File: config.mk
export PLATFORM = sky130hd
export DESIGN_NAME = msad_top
export DESIGN_NICKNAME = d
export VERILOG_FILES = /design/src/pkg/msad_pkg.sv /design/src/pkg/msad_mode_if.sv /design/src/rtl/msad_mode_ctrl.sv /design/src/rtl/msad_region_dec.sv /design/src/rtl/msad_top.sv
export VERILOG_INCLUDE_DIRS = /design/src /design/src/pkg
export SDC_FILE = /design/constraint.sdc
export NUM_CORES = 1
export LEC_CHECK = 0
export BUFFER_PORTS_ARGS = -buffer_cell sky130_fd_sc_hd__buf_2
export CAP_MARGIN = 40
export CORE_MARGIN = 8
export CORE_UTILIZATION = 33
export DETAILED_ROUTE_END_ITERATION = 10
export HOLD_SLACK_MARGIN = 0.1
export SETUP_SLACK_MARGIN = 0.1
export SYNTH_ARGS = -nofsm -noshare
export SYNTH_HDL_FRONTEND = slang
export SYNTH_SLANG_ARGS = --single-unit
File: constraint.sdc
create_clock -name clk_sys -period 3.8 [get_ports clk_sys]
set_input_delay 0.57 -clock clk_sys [delete_from_list [all_inputs] [get_ports clk_sys]]
set_output_delay 0.57 -clock clk_sys [all_outputs]
set_load 0.01 [all_outputs]
File: src/pkg/msad_cfg.svh
// Address map bounds, chip-select area constants and timing counts for the mode select address decoder.
// Assumes a 32-bit byte address from the bus masters; each bound is the first address of a range.
`ifndef MSAD_CFG_SVH
`define MSAD_CFG_SVH

`define MSAD_RAM_LIMIT     32'h0004_0000
`define MSAD_PERI_A_BASE   32'h0008_0000
`define MSAD_SBY_BASE      32'h000A_4000
`define MSAD_PERI_B_BASE   32'h000A_6000
`define MSAD_DFL_BASE      32'h0010_0000
`define MSAD_DFL_LIMIT     32'h0010_8000
`define MSAD_FCMD_BASE     32'h007E_0000
`define MSAD_FCMD_LIMIT    32'h007F_0004
`define MSAD_PERI_C_BASE   32'h007F_C000
`define MSAD_EXPRAM_BASE   32'h0080_0000
`define MSAD_EXPRAM_LIMIT  32'h0086_0000
`define MSAD_CS_BASE       32'h0100_0000
`define MSAD_SDRAM_BASE    32'h0800_0000
`define MSAD_SDRAM_LIMIT   32'h1000_0000
`define MSAD_OPT_BASE      32'hFE7F_5D00
`define MSAD_OPT_LIMIT     32'hFE7F_5D80
`define MSAD_ROMRO_BASE    32'hFE7F_7D70
`define MSAD_ROMRO_LIMIT   32'hFE7F_7DA0
`define MSAD_CS0_BASE      32'hFF00_0000
`define MSAD_CFL_BASE      32'hFFE0_0000

// Chip-select areas 7..1 sit in 16 MB steps; index = CS_TOP - address bits 26:24.
`define MSAD_CS_TOP        4'h8
`define MSAD_CS_COUNT      8

// Cycles the pin synchroniser needs to fill before the strap may be taken.
`define MSAD_STRAP_FILL    2'h3

`endif

File: src/pkg/msad_pkg.sv
// Types shared by the mode select address decoder modules.
// Assumes the constants of msad_cfg.svh for all numeric bounds.
package msad_pkg;

  // Boot mode as encoded on the two mode-setting pins.
  typedef enum logic [1:0] {
    MSAD_BOOT_SINGLE = 2'h0,
    MSAD_BOOT_SERIAL = 2'h1,
    MSAD_BOOT_USB    = 2'h2,
    MSAD_BOOT_DEBUG  = 2'h3
  } msad_boot_t;

  // Running mode chosen by register setting.
  typedef enum logic [1:0] {
    MSAD_RUN_SINGLE    = 2'h0,
    MSAD_RUN_EXT_ROM   = 2'h1,
    MSAD_RUN_EXT_NOROM = 2'h2
  } msad_run_t;

  // Decoded target, one-hot.
  typedef enum logic [11:0] {
    MSAD_TGT_NONE    = 12'h001,
    MSAD_TGT_RAM     = 12'h002,
    MSAD_TGT_PERIPH  = 12'h004,
    MSAD_TGT_STANDBY = 12'h008,
    MSAD_TGT_EXPRAM  = 12'h010,
    MSAD_TGT_DFLASH  = 12'h020,
    MSAD_TGT_FCMD    = 12'h040,
    MSAD_TGT_OPTMEM  = 12'h080,
    MSAD_TGT_ROMRO   = 12'h100,
    MSAD_TGT_CFLASH  = 12'h200,
    MSAD_TGT_EXTCS   = 12'h400,
    MSAD_TGT_SDRAM   = 12'h800
  } msad_target_t;

  // Strap capture sequence, one-hot.
  typedef enum logic [2:0] {
    MSAD_ST_FILL    = 3'h1,
    MSAD_ST_CAPTURE = 3'h2,
    MSAD_ST_RUN     = 3'h4
  } msad_state_t;

endpackage : msad_pkg

File: src/pkg/msad_mode_if.sv
// Mode information passed from the mode controller to the decoder and the top.
// Assumes all members change only on clk_sys.
`timescale 1ns/1ns
`default_nettype none
interface msad_mode_if;
  msad_pkg::msad_boot_t bootMode;
  msad_pkg::msad_run_t  runMode;
  logic                 strapDone;

  modport ctrl (output bootMode, output runMode, output strapDone);
  modport dec  (input runMode, input strapDone);
  modport top  (input bootMode, input runMode, input strapDone);
endinterface : msad_mode_if
`default_nettype wire

File: src/rtl/msad_mode_ctrl.sv
// Mode controller: takes the boot mode from the pins after reset and holds the running mode.
// Assumes modePin is asynchronous to clk_sys and runModeWr is a one-cycle pulse on clk_sys.
`timescale 1ns/1ns
`default_nettype none
`include "msad_cfg.svh"
module msad_mode_ctrl (
  input  wire logic       clk_sys,
  input  wire logic       rst_b,
  input  wire logic       clkEn,
  input  wire logic [1:0] modePin,
  input  wire logic       runModeWr,
  input  wire logic [1:0] runModeVal,
  msad_mode_if.ctrl       mode
);
  logic [1:0]           pinSync1;
  logic [1:0]           pinSync2;
  logic [1:0]           pinSync3;
  logic [1:0]           fillCnt;
  msad_pkg::msad_state_t state;
  msad_pkg::msad_state_t next_state;
  wire                  pinsAgree = (pinSync2 == pinSync3);
  wire                  fillDone  = (fillCnt == `MSAD_STRAP_FILL);
  // Only single-chip pin mode lets software move to an extended mode; values 3 are refused.
  wire                  runAccept = runModeWr && (state == msad_pkg::MSAD_ST_RUN) &&
                                    (mode.bootMode == msad_pkg::MSAD_BOOT_SINGLE) &&
                                    (runModeVal != 2'h3);

  // Three-stage pin synchroniser; the first stage feeds only the second.
  always_ff @(posedge clk_sys or negedge rst_b) begin
    if (!rst_b) begin
      pinSync1 <= 2'h0;
      pinSync2 <= 2'h0;
      pinSync3 <= 2'h0;
      fillCnt  <= 2'h0;
    end else if (clkEn) begin
      pinSync1 <= modePin;
      pinSync2 <= pinSync1;
      pinSync3 <= pinSync2;
      if (!fillDone) fillCnt <= fillCnt + 2'h1;
    end
  end

  // Strap sequence: wait for the synchroniser, take the pins once both late stages agree.
  always_comb begin
    next_state = state;
    case (state)
      msad_pkg::MSAD_ST_FILL:    if (fillDone) next_state = msad_pkg::MSAD_ST_CAPTURE;
      msad_pkg::MSAD_ST_CAPTURE: if (pinsAgree) next_state = msad_pkg::MSAD_ST_RUN;
      msad_pkg::MSAD_ST_RUN:     next_state = msad_pkg::MSAD_ST_RUN;
      default:                   next_state = msad_pkg::MSAD_ST_FILL;
    endcase
  end

  // Boot mode is caught after reset release, never under the reset itself.
  always_ff @(posedge clk_sys or negedge rst_b) begin
    if (!rst_b) begin
      state          <= msad_pkg::MSAD_ST_FILL;
      mode.bootMode  <= msad_pkg::MSAD_BOOT_SINGLE;
      mode.runMode   <= msad_pkg::MSAD_RUN_SINGLE;
      mode.strapDone <= 1'b0;
    end else if (clkEn) begin
      state <= next_state;
      if (state == msad_pkg::MSAD_ST_CAPTURE && pinsAgree) begin
        mode.bootMode  <= msad_pkg::msad_boot_t'(pinSync3);
        mode.strapDone <= 1'b1;
      end
      if (runAccept) mode.runMode <= msad_pkg::msad_run_t'(runModeVal);
    end
  end
endmodule : msad_mode_ctrl
`default_nettype wire

File: src/rtl/msad_region_dec.sv
// Combinational address decoder for the three running modes.
// Assumes a stable address from the top's request register and mode from the mode controller.
`timescale 1ns/1ns
`default_nettype none
`include "msad_cfg.svh"
module msad_region_dec (
  input  wire logic [31:0]          addr,
  input  wire logic                 standbyGate,
  msad_mode_if.dec                  mode,
  output msad_pkg::msad_target_t    target,
  output logic [2:0]                csIndex
);
  // Mode qualifiers.
  wire ext   = (mode.runMode != msad_pkg::MSAD_RUN_SINGLE);
  wire romOn = (mode.runMode != msad_pkg::MSAD_RUN_EXT_NOROM);

  // Range hits; each range runs from its base up to its own limit or the next base, except CS0 and code flash, which run to the top.
  wire inRam  = addr <  `MSAD_RAM_LIMIT;
  wire inPerA = addr >= `MSAD_PERI_A_BASE && addr < `MSAD_SBY_BASE;
  wire inSby  = addr >= `MSAD_SBY_BASE    && addr < `MSAD_PERI_B_BASE;
  wire inPerB = addr >= `MSAD_PERI_B_BASE && addr < `MSAD_DFL_BASE;
  wire inDfl  = addr >= `MSAD_DFL_BASE    && addr < `MSAD_DFL_LIMIT;
  wire inFcmd = addr >= `MSAD_FCMD_BASE   && addr < `MSAD_FCMD_LIMIT;
  wire inPerC = addr >= `MSAD_PERI_C_BASE && addr < `MSAD_EXPRAM_BASE;
  wire inExp  = addr >= `MSAD_EXPRAM_BASE && addr < `MSAD_EXPRAM_LIMIT;
  wire inCs   = addr >= `MSAD_CS_BASE     && addr < `MSAD_SDRAM_BASE;
  wire inSd   = addr >= `MSAD_SDRAM_BASE  && addr < `MSAD_SDRAM_LIMIT;
  wire inOpt  = addr >= `MSAD_OPT_BASE    && addr < `MSAD_OPT_LIMIT;
  wire inRo   = addr >= `MSAD_ROMRO_BASE  && addr < `MSAD_ROMRO_LIMIT;
  wire inCs0  = addr >= `MSAD_CS0_BASE;
  wire inCfl  = addr >= `MSAD_CFL_BASE;

  // Priority chain; anything not listed, or before the strap is taken, selects nothing.
  assign target =
    !mode.strapDone            ? msad_pkg::MSAD_TGT_NONE    :
    inRam                      ? msad_pkg::MSAD_TGT_RAM     :
    (inPerA || inPerB)         ? msad_pkg::MSAD_TGT_PERIPH  :
    (inSby && standbyGate)     ? msad_pkg::MSAD_TGT_STANDBY :
    inExp                      ? msad_pkg::MSAD_TGT_EXPRAM  :
    (romOn && inDfl)           ? msad_pkg::MSAD_TGT_DFLASH  :
    (romOn && inFcmd)          ? msad_pkg::MSAD_TGT_FCMD    :
    (romOn && inPerC)          ? msad_pkg::MSAD_TGT_PERIPH  :
    (romOn && inOpt)           ? msad_pkg::MSAD_TGT_OPTMEM  :
    (romOn && inRo)            ? msad_pkg::MSAD_TGT_ROMRO   :
    (romOn && inCfl)           ? msad_pkg::MSAD_TGT_CFLASH  :
    (ext && inCs)              ? msad_pkg::MSAD_TGT_EXTCS   :
    (ext && inSd)              ? msad_pkg::MSAD_TGT_SDRAM   :
    (ext && !romOn && inCs0)   ? msad_pkg::MSAD_TGT_EXTCS   :
                                 msad_pkg::MSAD_TGT_NONE;

  // Area seven sits lowest at the base; the top 16 MB block is area zero.
  wire [3:0] csSub = `MSAD_CS_TOP - {1'b0, addr[26:24]};
  assign csIndex = inCs0 ? 3'h0 : csSub[2:0];
endmodule : msad_region_dec
`default_nettype wire

File: src/rtl/msad_top.sv
// Top of the mode select address decoder: request stage, decode, forwarding and read answer.
// Assumes one bus master request per cycle and targets that answer read data in the same cycle as the select.
//
// Function
// - after reset the boot mode comes from the two mode-setting pins.
// - after a single-chip pin boot, software picks single-chip, extended ROM-on or extended ROM-off; map follows it.
// - single-chip map: RAM, peripherals, standby RAM, peripherals, expansion RAM at fixed bases.
// - with ROM on, data flash from 0010_0000; reserved from 0010_8000.
// - with ROM on, flash command area to 007F_0004; peripherals from 007F_C000.
// - with ROM on, option-setting memory from FE7F_5D00; reserved from FE7F_5D80.
// - with ROM on, read-only ROM from FE7F_7D70; reserved from FE7F_7DA0.
// - with ROM on, code flash from FFE0_0000 to the top.
// - extended ROM-on adds seven 16 MB chip-select areas and 128 MB SDRAM.
// - chip-select and SDRAM hits go to the external space, never on-chip.
// - ROM-off drops flash areas and adds area zero at FF00_0000.
// - standby RAM answers only while its gate bit is set.
`timescale 1ns/1ns
`default_nettype none
`include "msad_cfg.svh"
module msad_top (
  input  wire logic        clk_sys,
  input  wire logic        rst_b,
  input  wire logic        clkEn,
  input  wire logic [1:0]  modePin,
  input  wire logic        runModeWr,
  input  wire logic [1:0]  runModeVal,
  input  wire logic        standbyRamGate,
  input  wire logic        reqValid,
  input  wire logic        reqWrite,
  input  wire logic [31:0] reqAddr,
  input  wire logic [31:0] reqWdata,
  input  wire logic [31:0] tgtRdata,
  output logic [1:0]       bootMode,
  output logic [1:0]       runMode,
  output logic             modeReady,
  output logic             selRam,
  output logic             selPeriph,
  output logic             selStandby,
  output logic             selExpRam,
  output logic             selDataFlash,
  output logic             selFlashCmd,
  output logic             selOptMem,
  output logic             selRomRead,
  output logic             selCodeFlash,
  output logic [7:0]       extSelect,
  output logic             sdramSelect,
  output logic             extSpace,
  output logic             fwdValid,
  output logic             fwdWrite,
  output logic [31:0]      fwdAddr,
  output logic [31:0]      fwdWdata,
  output logic             rspValid,
  output logic [31:0]      rspRdata,
  output logic             reservedHit,
  output logic             readOnlyHit
);

  // Mode information shared by the controller and the decoder.
  msad_mode_if modeBus ();

  msad_pkg::msad_target_t target;
  logic [2:0]             csIndex;

  // Request stage: the address is held one cycle so decode sees a registered value.
  logic                   reqHeld;
  logic                   reqHeldWrite;
  logic [31:0]            reqHeldAddr;
  logic [31:0]            reqHeldWdata;

  // Answer stage bookkeeping: whether the read data must be forced to zero.
  logic                   ansPending;
  logic                   ansZero;

  // Mode controller: pin strap and running mode register.
  msad_mode_ctrl u_mode (
    .clk_sys    (clk_sys),
    .rst_b      (rst_b),
    .clkEn      (clkEn),
    .modePin    (modePin),
    .runModeWr  (runModeWr),
    .runModeVal (runModeVal),
    .mode       (modeBus.ctrl)
  );

  // Address decoder for the current running mode.
  msad_region_dec u_dec (
    .addr        (reqHeldAddr),
    .standbyGate (standbyRamGate),
    .mode        (modeBus.dec),
    .target      (target),
    .csIndex     (csIndex)
  );

  // Target classification of the held request.
  wire isNone    = (target == msad_pkg::MSAD_TGT_NONE);
  wire isRam     = (target == msad_pkg::MSAD_TGT_RAM);
  wire isPeriph  = (target == msad_pkg::MSAD_TGT_PERIPH);
  wire isStandby = (target == msad_pkg::MSAD_TGT_STANDBY);
  wire isExpRam  = (target == msad_pkg::MSAD_TGT_EXPRAM);
  wire isDflash  = (target == msad_pkg::MSAD_TGT_DFLASH);
  wire isFcmd    = (target == msad_pkg::MSAD_TGT_FCMD);
  wire isOptMem  = (target == msad_pkg::MSAD_TGT_OPTMEM);
  wire isRomRo   = (target == msad_pkg::MSAD_TGT_ROMRO);
  wire isCflash  = (target == msad_pkg::MSAD_TGT_CFLASH);
  wire isExtCs   = (target == msad_pkg::MSAD_TGT_EXTCS);
  wire isSdram   = (target == msad_pkg::MSAD_TGT_SDRAM);

  // A write into the read-only ROM window is dropped like a reserved access,
  // so nothing downstream needs its own write protection for that window.
  wire roWrite   = reqHeldWrite && isRomRo;
  wire blocked   = isNone || roWrite;
  wire go        = reqHeld && !blocked;

  // External space is the chip-select and SDRAM areas only.
  wire next_extSpace = go && (isExtCs || isSdram);

  // One select line per chip-select area.
  wire [7:0] next_extSelect;
  genvar gi;
  generate
    for (gi = 0; gi < `MSAD_CS_COUNT; gi = gi + 1) begin : g_cs
      assign next_extSelect[gi] = go && isExtCs && (csIndex == 3'(gi));
    end
  endgenerate

  // On-chip selects are masked by the external qualifier implicitly: the target is one-hot.
  wire next_selRam       = go && isRam;
  wire next_selPeriph    = go && isPeriph;
  wire next_selStandby   = go && isStandby;
  wire next_selExpRam    = go && isExpRam;
  wire next_selDataFlash = go && isDflash;
  wire next_selFlashCmd  = go && isFcmd;
  wire next_selOptMem    = go && isOptMem;
  wire next_selRomRead   = go && isRomRo;
  wire next_selCodeFlash = go && isCflash;
  wire next_sdramSelect  = go && isSdram;

  // Reserved and read-only hits are reported for one cycle alongside the dropped access.
  wire next_reservedHit  = reqHeld && isNone;
  wire next_readOnlyHit  = reqHeld && roWrite;

  // Read data is zero for dropped reads and for every write answer.
  wire [31:0] next_rspRdata = ansZero ? 32'h0000_0000 : tgtRdata;

  // Request capture; a new request may arrive every cycle.
  always_ff @(posedge clk_sys or negedge rst_b) begin
    if (!rst_b) begin
      reqHeld      <= 1'b0;
      reqHeldWrite <= 1'b0;
      reqHeldAddr  <= 32'h0000_0000;
      reqHeldWdata <= 32'h0000_0000;
    end else if (clkEn) begin
      reqHeld      <= reqValid;
      reqHeldWrite <= reqWrite;
      reqHeldAddr  <= reqAddr;
      reqHeldWdata <= reqWdata;
    end
  end

  // Target selects, one cycle wide per request.
  always_ff @(posedge clk_sys or negedge rst_b) begin
    if (!rst_b) begin
      selRam       <= 1'b0;
      selPeriph    <= 1'b0;
      selStandby   <= 1'b0;
      selExpRam    <= 1'b0;
      selDataFlash <= 1'b0;
      selFlashCmd  <= 1'b0;
      selOptMem    <= 1'b0;
      selRomRead   <= 1'b0;
      selCodeFlash <= 1'b0;
    end else if (clkEn) begin
      selRam       <= next_selRam;
      selPeriph    <= next_selPeriph;
      selStandby   <= next_selStandby;
      selExpRam    <= next_selExpRam;
      selDataFlash <= next_selDataFlash;
      selFlashCmd  <= next_selFlashCmd;
      selOptMem    <= next_selOptMem;
      selRomRead   <= next_selRomRead;
      selCodeFlash <= next_selCodeFlash;
    end
  end

  // External space selects.
  always_ff @(posedge clk_sys or negedge rst_b) begin
    if (!rst_b) begin
      extSelect   <= 8'h00;
      sdramSelect <= 1'b0;
      extSpace    <= 1'b0;
    end else if (clkEn) begin
      extSelect   <= next_extSelect;
      sdramSelect <= next_sdramSelect;
      extSpace    <= next_extSpace;
    end
  end

  // Forwarded access; the write strobe never leaves for a blocked access.
  always_ff @(posedge clk_sys or negedge rst_b) begin
    if (!rst_b) begin
      fwdValid <= 1'b0;
      fwdWrite <= 1'b0;
      fwdAddr  <= 32'h0000_0000;
      fwdWdata <= 32'h0000_0000;
    end else if (clkEn) begin
      fwdValid <= go;
      fwdWrite <= go && reqHeldWrite;
      fwdAddr  <= reqHeldAddr;
      fwdWdata <= reqHeldWdata;
    end
  end

  // Error flags, one cycle wide.
  always_ff @(posedge clk_sys or negedge rst_b) begin
    if (!rst_b) begin
      reservedHit <= 1'b0;
      readOnlyHit <= 1'b0;
    end else if (clkEn) begin
      reservedHit <= next_reservedHit;
      readOnlyHit <= next_readOnlyHit;
    end
  end

  // Answer stage: every request, taken or dropped, is answered two cycles after capture.
  always_ff @(posedge clk_sys or negedge rst_b) begin
    if (!rst_b) begin
      ansPending <= 1'b0;
      ansZero    <= 1'b0;
      rspValid   <= 1'b0;
      rspRdata   <= 32'h0000_0000;
    end else if (clkEn) begin
      ansPending <= reqHeld;
      ansZero    <= blocked || reqHeldWrite;
      rspValid   <= ansPending;
      rspRdata   <= next_rspRdata;
    end
  end

  // Mode status mirrored to the pins from local flip-flops.
  always_ff @(posedge clk_sys or negedge rst_b) begin
    if (!rst_b) begin
      bootMode  <= 2'h0;
      runMode   <= 2'h0;
      modeReady <= 1'b0;
    end else if (clkEn) begin
      bootMode  <= modeBus.bootMode;
      runMode   <= modeBus.runMode;
      modeReady <= modeBus.strapDone;
    end
  end

endmodule : msad_top
`default_nettype wire

== After elaboration in Yosys (flattened, before gate mapping) ==
Index checks and enable logic that the tools add are counted.

* Register bits after elaboration: 209
* Input bits: 107
* Output and inout port bits: 125
* Word-level logic and storage cells: 176

* Add/subtract/negate cells: 2
* Magnitude comparators: 25
* Equal/unequal tests: 28
* Mux-type cells: 19
* Bitwise gates (word level): 1
* Reductions and logical operators: 64

{| class="wikitable"
|+ Operators by type and width
! operator !! number
|-
| $mux 12 || 13
|-
| $ge 32x32->1 const B || 4
|-
| $ge 32x20->1 const B || 3
|-
| $ge 32x23->1 const B || 2
|-
| $lt 32x20->1 const B || 2
|-
| $lt 32x21->1 const B || 2
|-
| $lt 32x24->1 const B || 2
|-
| $lt 32x32->1 const B || 2
|-
| $logic_and 1x1->1 || 51
|-
| $ge 32x21->1 const B || 1
|-
| $ge 32x24->1 const B || 1
|-
| $ge 32x25->1 const B || 1
|-
| $ge 32x28->1 const B || 1
|-
| $lt 32x19->1 const B || 1
|-
| $lt 32x23->1 const B || 1
|-
| $lt 32x28->1 const B || 1
|-
| $lt 32x29->1 const B || 1
|-
| $mux 32 || 1
|-
| $eq 3x3->1 const B || 5
|-
| $eq 12x1->1 const B || 1
|-
| $eq 12x10->1 const B || 1
|-
| $eq 12x11->1 const B || 1
|-
| $eq 12x12->1 const B || 1
|-
| $eq 12x2->1 const B || 1
|-
| other kinds (26) || 39
|}

== Logic depth before layout (Yosys ltp) ==
* Depth after elaboration: 25
* Gate-level depth with buffers: 8
* Depth with buffers taken out: 8

== Modules after synthesis ==
Synthesis repeated with hierarchy kept, for this count alone.

* Cells, all modules: 681
* Area, all modules: 8844.7 um^2

{| class="wikitable"
|+ Modules (own cells, without submodules)
! module !! times used !! cells each !! area each (um^2)
|-
| msad_top || 1 || 526 || 7478.4
|-
| msad_mode_ctrl || 1 || 52 || 715.7
|-
| msad_region_dec || 1 || 103 || 650.6
|}

== Worst setup path before layout ==
Ideal clock, no wire load.

* Path kind: reg2reg
* Start: reg reqHeldAddr[24]
* End: reg fwdWrite
* Arrival time: 2.033 ns
* Data required time: 3.661 ns
* Slack: 1.628 ns
* Cell stages (with the launch flop): 9
* Path buffers: 0
* Clock period less this slack: 2.172 ns
* Cell sequence: dfrtp_1 -> inv_1 -> ha_1 -> nor3b_1 -> and2_0 -> and3_2 -> a311o_2 -> nor4_4 -> o32ai_2

* Cells in the longest elaborated chain, start to end: 22

{| class="wikitable"
|+ RTL lines
! item !! line !! text
|-
| start: declaration || msad_top.sv:67 || <nowiki>logic [31:0] reqHeldAddr;</nowiki>
|-
| start signal: assignment || msad_top.sv:155 || <nowiki>reqHeldAddr <= reqAddr;</nowiki>
|-
| $ge 32x32->1 (no source line) (tied with other cells) || -- ||
|-
| $logic_and 1x1->1, on equally long branches || -- ||
|-
| $mux 11 or $logic_and 1x1->1 (tied branches) || msad_region_dec.sv:48, msad_region_dec.sv:47 ||
|-
| $mux 12 || msad_region_dec.sv:47 || <nowiki>(ext && inSd) ? msad_pkg::MSAD_TGT_SDRAM :</nowiki>
|-
| $mux 12 || msad_region_dec.sv:46 || <nowiki>(ext && inCs) ? msad_pkg::MSAD_TGT_EXTCS :</nowiki>
|-
| $mux 12 || msad_region_dec.sv:45 || <nowiki>(romOn && inCfl) ? msad_pkg::MSAD_TGT_CFLASH :</nowiki>
|-
| $mux 12 || msad_region_dec.sv:44 || <nowiki>(romOn && inRo) ? msad_pkg::MSAD_TGT_ROMRO :</nowiki>
|-
| $mux 12 || msad_region_dec.sv:43 || <nowiki>(romOn && inOpt) ? msad_pkg::MSAD_TGT_OPTMEM :</nowiki>
|-
| (+6 left out) || -- ||
|-
| $mux 12 * || msad_region_dec.sv:36 || <nowiki>inRam ? msad_pkg::MSAD_TGT_RAM :</nowiki>
|-
| $mux 12 * || msad_region_dec.sv:35 || <nowiki>!mode.strapDone ? msad_pkg::MSAD_TGT_NONE :</nowiki>
|-
| $eq 12x9->1 || msad_top.sv:103 || <nowiki>wire isRomRo = (target == msad_pkg::MSAD_TGT_ROMRO);</nowiki>
|-
| $logic_and 1x1->1 || msad_top.sv:110 || <nowiki>wire roWrite = reqHeldWrite && isRomRo;</nowiki>
|-
| $logic_or 1x1->1 * || msad_top.sv:111 || <nowiki>wire blocked = isNone || roWrite;</nowiki>
|-
| $logic_not 1->1 * || msad_top.sv:112 || <nowiki>wire go = reqHeld && !blocked;</nowiki>
|-
| $logic_and 1x1->1 * || msad_top.sv:112 ||
|-
| $logic_and 1x1->1 * || msad_top.sv:207 || <nowiki>fwdWrite <= go && reqHeldWrite;</nowiki>
|-
| end signal: assignment || msad_top.sv:207 ||
|-
| end: declaration || msad_top.sv:49 || <nowiki>output logic fwdWrite,</nowiki>
|}

Every way passes the cells marked *; elsewhere a longest branch is shown, timed or not.
A chain may end at the register's enable or synchronous reset.

== Final worst setup path ==
* Start: reg reqHeldAddr[24]
* End: reg extSelect[4]

* Cells in the longest elaborated chain, start to end: 23

{| class="wikitable"
|+ RTL lines
! item !! line !! text
|-
| $ge 32x32->1 (no source line) (tied with other cells) || -- ||
|-
| $logic_and 1x1->1, on equally long branches || -- ||
|-
| $mux 11 or $logic_and 1x1->1 (tied branches) || msad_region_dec.sv:48, msad_region_dec.sv:47 ||
|-
| $mux 12 || msad_region_dec.sv:47 ||
|-
| $mux 12 || msad_region_dec.sv:46 ||
|-
| $mux 12 || msad_region_dec.sv:45 ||
|-
| $mux 12 || msad_region_dec.sv:44 ||
|-
| $mux 12 || msad_region_dec.sv:43 ||
|-
| (+7 left out) || -- ||
|-
| $mux 12 || msad_region_dec.sv:35 ||
|-
| $eq 12x9->1 || msad_top.sv:103 ||
|-
| $logic_and 1x1->1 || msad_top.sv:110 ||
|-
| $logic_or 1x1->1 || msad_top.sv:111 ||
|-
| $logic_not 1->1 || msad_top.sv:112 ||
|-
| $logic_and 1x1->1 || msad_top.sv:112 ||
|-
| $logic_and 1x1->1 || msad_top.sv:122 || <nowiki>assign next_extSelect[gi] = go && isExtCs && (csIndex == 3'(gi));</nowiki>
|-
| $logic_and 1x1->1 * || msad_top.sv:122 ||
|-
| end signal: assignment || msad_top.sv:192 || <nowiki>extSelect <= next_extSelect;</nowiki>
|-
| end: declaration || msad_top.sv:45 || <nowiki>output logic [7:0] extSelect,</nowiki>
|}

Marked as above.

==> impl_metrics.env <==
export IMPL_status="finished, final reports clean"
export IMPL_hold_ws_ns=0.274
export IMPL_synth_top_area_share=0.599
export IMPL_nNetsFinal=1015
export IMPL_h_tree_depth=1
export IMPL_synthTopCellsByCount="dfrtp_1 (208), mux2_2 (140), inv_1 (64)"
export IMPL_synth_edf_count=0
export IMPL_worst_clock_skew_ns=0.00759
export IMPL_avgSynthCellArea_um2=12.8
export IMPL_hpwlAfterDp_um=16000
export IMPL_fp_coreArea_mm2=0.0260
export IMPL_start_util=0.334
export IMPL_ir_worst_vdd_uv=376
export IMPL_async_flop_share=1.00
export IMPL_critPathRequiredTime_ns=4.20
export IMPL_clk_pin_slew_ns=0.06
export IMPL_io_pins=232
export IMPL_switchingPower_w=0.00144
export IMPL_path_class="reg2reg"
export IMPL_power_share_switching=0.255
export IMPL_grt_pass1_wl_um=35100
export IMPL_syn_area_mm2=0.00868
export IMPL_synth_cells=677
export IMPL_ys_seq_elements=209
export IMPL_first_iter_violations=318
export IMPL_grt_max_degree=93
export IMPL_drv_cap=0
export IMPL_synth_ff_type="dfrtp_1"
export IMPL_yosys_top_cells_area="dfrtp_1 (60%), mux2_2 (18%), inv_1 (2.8%)"
export IMPL_cts_sinks=209
export IMPL_hold_path_class="in2reg"
export IMPL_io_buffers=231
export IMPL_ys_types=54
export IMPL_setup_viol=0
export IMPL_crit_fanout=9
export IMPL_gp_congestion=0.829
export IMPL_num_vias=5993
export IMPL_synth_most_common_cell="dfrtp_1"
export IMPL_tns_ns=0
export IMPL_rows=59
export IMPL_drtAntennaViolNets=0
export IMPL_antenna_found_initial=6
export IMPL_cp_start_kind="flop"
export IMPL_grt_remaining_overflow=0
export IMPL_power_frac_comb=0.127
export IMPL_rsz0062_at_grt="false"
export IMPL_drc=0
export IMPL_syn_nets=788
export IMPL_design_die_area_mm2=0.0318
export IMPL_synth_yosys_seq_area_share=0.602
export IMPL_drive_above_1_share=0.463
export IMPL_antenna_cells=0
export IMPL_slew_headroom=0.489
export IMPL_die_h_um=178
export IMPL_cp_end_kind="flop"
export IMPL_die_width_um=178
export IMPL_yosys_warnings=0
export IMPL_track_usage=0.137
export IMPL_tightest_slew_ns=0.767
export IMPL_fin_crit_ns=2.56
export IMPL_drv_slew=0
export IMPL_dr_pass1_iters=4
export IMPL_hold_viol_final=0
export IMPL_drt_total_wl_um=22100
export IMPL_cts_root_buffer="clkbuf_16"
export IMPL_post_route_period_util=0.674
export IMPL_clkPwrFrac=0.406
export IMPL_seq_power_share=0.466
export IMPL_vias_per_cell=4.77
export IMPL_fmax_ghz=0.390
export IMPL_leakage_nw=5.03
export IMPL_grt_pass1_vias=6365
export IMPL_clk_insertion_delay_late_ns=0.51
export IMPL_cts_tree="built"
export IMPL_synthToLayoutAreaGrowth_pct=26.2
export IMPL_avgRoutedWirePerCell_um=17.6
export IMPL_synth_area_leader_cell="dfrtp_1"
export IMPL_power_density_mw_per_mm2=515
export IMPL_numCtsBuffers=23
export IMPL_cts_buffer_depth=3
export IMPL_cp_arrival_ns=2.96
export IMPL_p_int_w=0.00421
[power by group through the flow]
stage | sequential, W | clock [W] | combinational [W]
final | 0.00263 | 0.00229 | 0.000719
after global placement | 0.00267 | 0 | 0.000725
after global routing | 0.00267 | 0.00245 | 0.000805
after CTS | 0.00264 | 0.00237 | 0.000739
after floorplan | 0.00268 | 0 | 0.000377
after detailed placement | 0.00267 | 0 | 0.000736
[critical path: stages, from the launching register on]
cell       delay [ns]
dfrtp_1          0.42
inv_1            0.15
ha_1             0.27
nor3b_1          0.16
and2_0           0.29
o2111ai_1        0.21
nor3b_1          0.31
nand2_1          0.29
o32ai_1          0.36
[through the flow]
stage               cell area (um^2)  std cells  utilization  total power, W  setup slack (ns)
global route                   11000       1256        0.422         0.00593             0.978
floorplan                       8680        677            -         0.00305              1.63
detailed placement             10200       1213        0.391         0.00341              1.27
finish                         11000       1256        0.422         0.00565              1.24
global placement               10200       1213        0.391         0.00339              1.42
CTS                            11000       1256        0.422         0.00575              1.26
[cells by family (layout without fill, tap and decap cells)]
group / after synthesis / after routing / synth area share
buf+inv: 99 / 343 / 0.0478
compound gates: 84 / 84 / 0.0634
flops: 209 / 209 / 0.602
simple gates: 137 / 137 / 0.0950
mux: 140 / 140 / 0.182
xor+xnor: 4 / 4 / 0.00403
fa+ha+maj: 4 / 4 / 0.00576
[sequential cells by signal, summed over array words and instances (netlist names), 2 cells and up]
name                  cells
u_mode.pinSync3           2
u_mode.fillCnt            2
u_mode.pinSync1           2
u_mode.state              3
fwdAddr                  32
bootMode                  2
u_mode.pinSync2           2
u_mode.mode.bootMode      2
reqHeldAddr              32
u_mode.mode.runMode       2
rspRdata                 32
fwdWdata                 32
runMode                   2
reqHeldWdata             32
extSelect                 8
[final timing paths]
kind,end,from,slack [ns],cells past startpoint
worst max-delay path,extSelect[4],reqHeldAddr[24],1.24,8
worst min-delay path,rspRdata[25],tgtRdata[25],0.27,3
worst max register to register,extSelect[4],reqHeldAddr[24],1.24,8
worst min register to register,u_mode.fillCnt[0],u_mode.fillCnt[0],0.48,1
max in group asynchronous,reqHeldWdata[5],rst_b,2.10,3
min in group asynchronous,rspRdata[23],rst_b,0.66,2
[layout make-up]
class | count | area (um^2)
repair buffers | 237 | 1230
multi-input cells | 369 | 3040
flip-flops and latches | 209 | 5230
inverters | 64 | 240
clock inverters | 9 | 109
clock buffers | 33 | 683
fillers | 2497 | 15000
well taps | 335 | 419
[placed cells by master, fill, tap and decap left out, drive strengths merged, types with 5 or more instances in the layout]
cell type  synthesis  routed
o21ai             44      44
nand3b            31      31
inv               64      65
dfrtp            208     208
nor4              11      11
a21oi              5       5
o32ai             11      11
nand3             14      14
o22ai              9       9
mux2             140     140
nand2             27      27
nor2              16      16
buf                7     235
nand4              8       8
nand2b             6       6
clkbuf            28      34
[routing by layer]
layer / wire length, um / vias to the layer above / GRT usage
li1: - / 2827 / -
met5: 76 / - / 0
met4: 479 / 12 / 0.0362
met2: 9150 / 222 / 0.200
met1: 9610 / 2887 / 0.177
met3: 2820 / 45 / 0.0686
[timing repair]
action | in CTS | in global routing
buffers inserted | 0 | 0
resized for setup | 0 | 0
hold buffers | 1 | 0
endpoints found under the hold margin | 2 | 0
(Power assumes the default switching activity.)
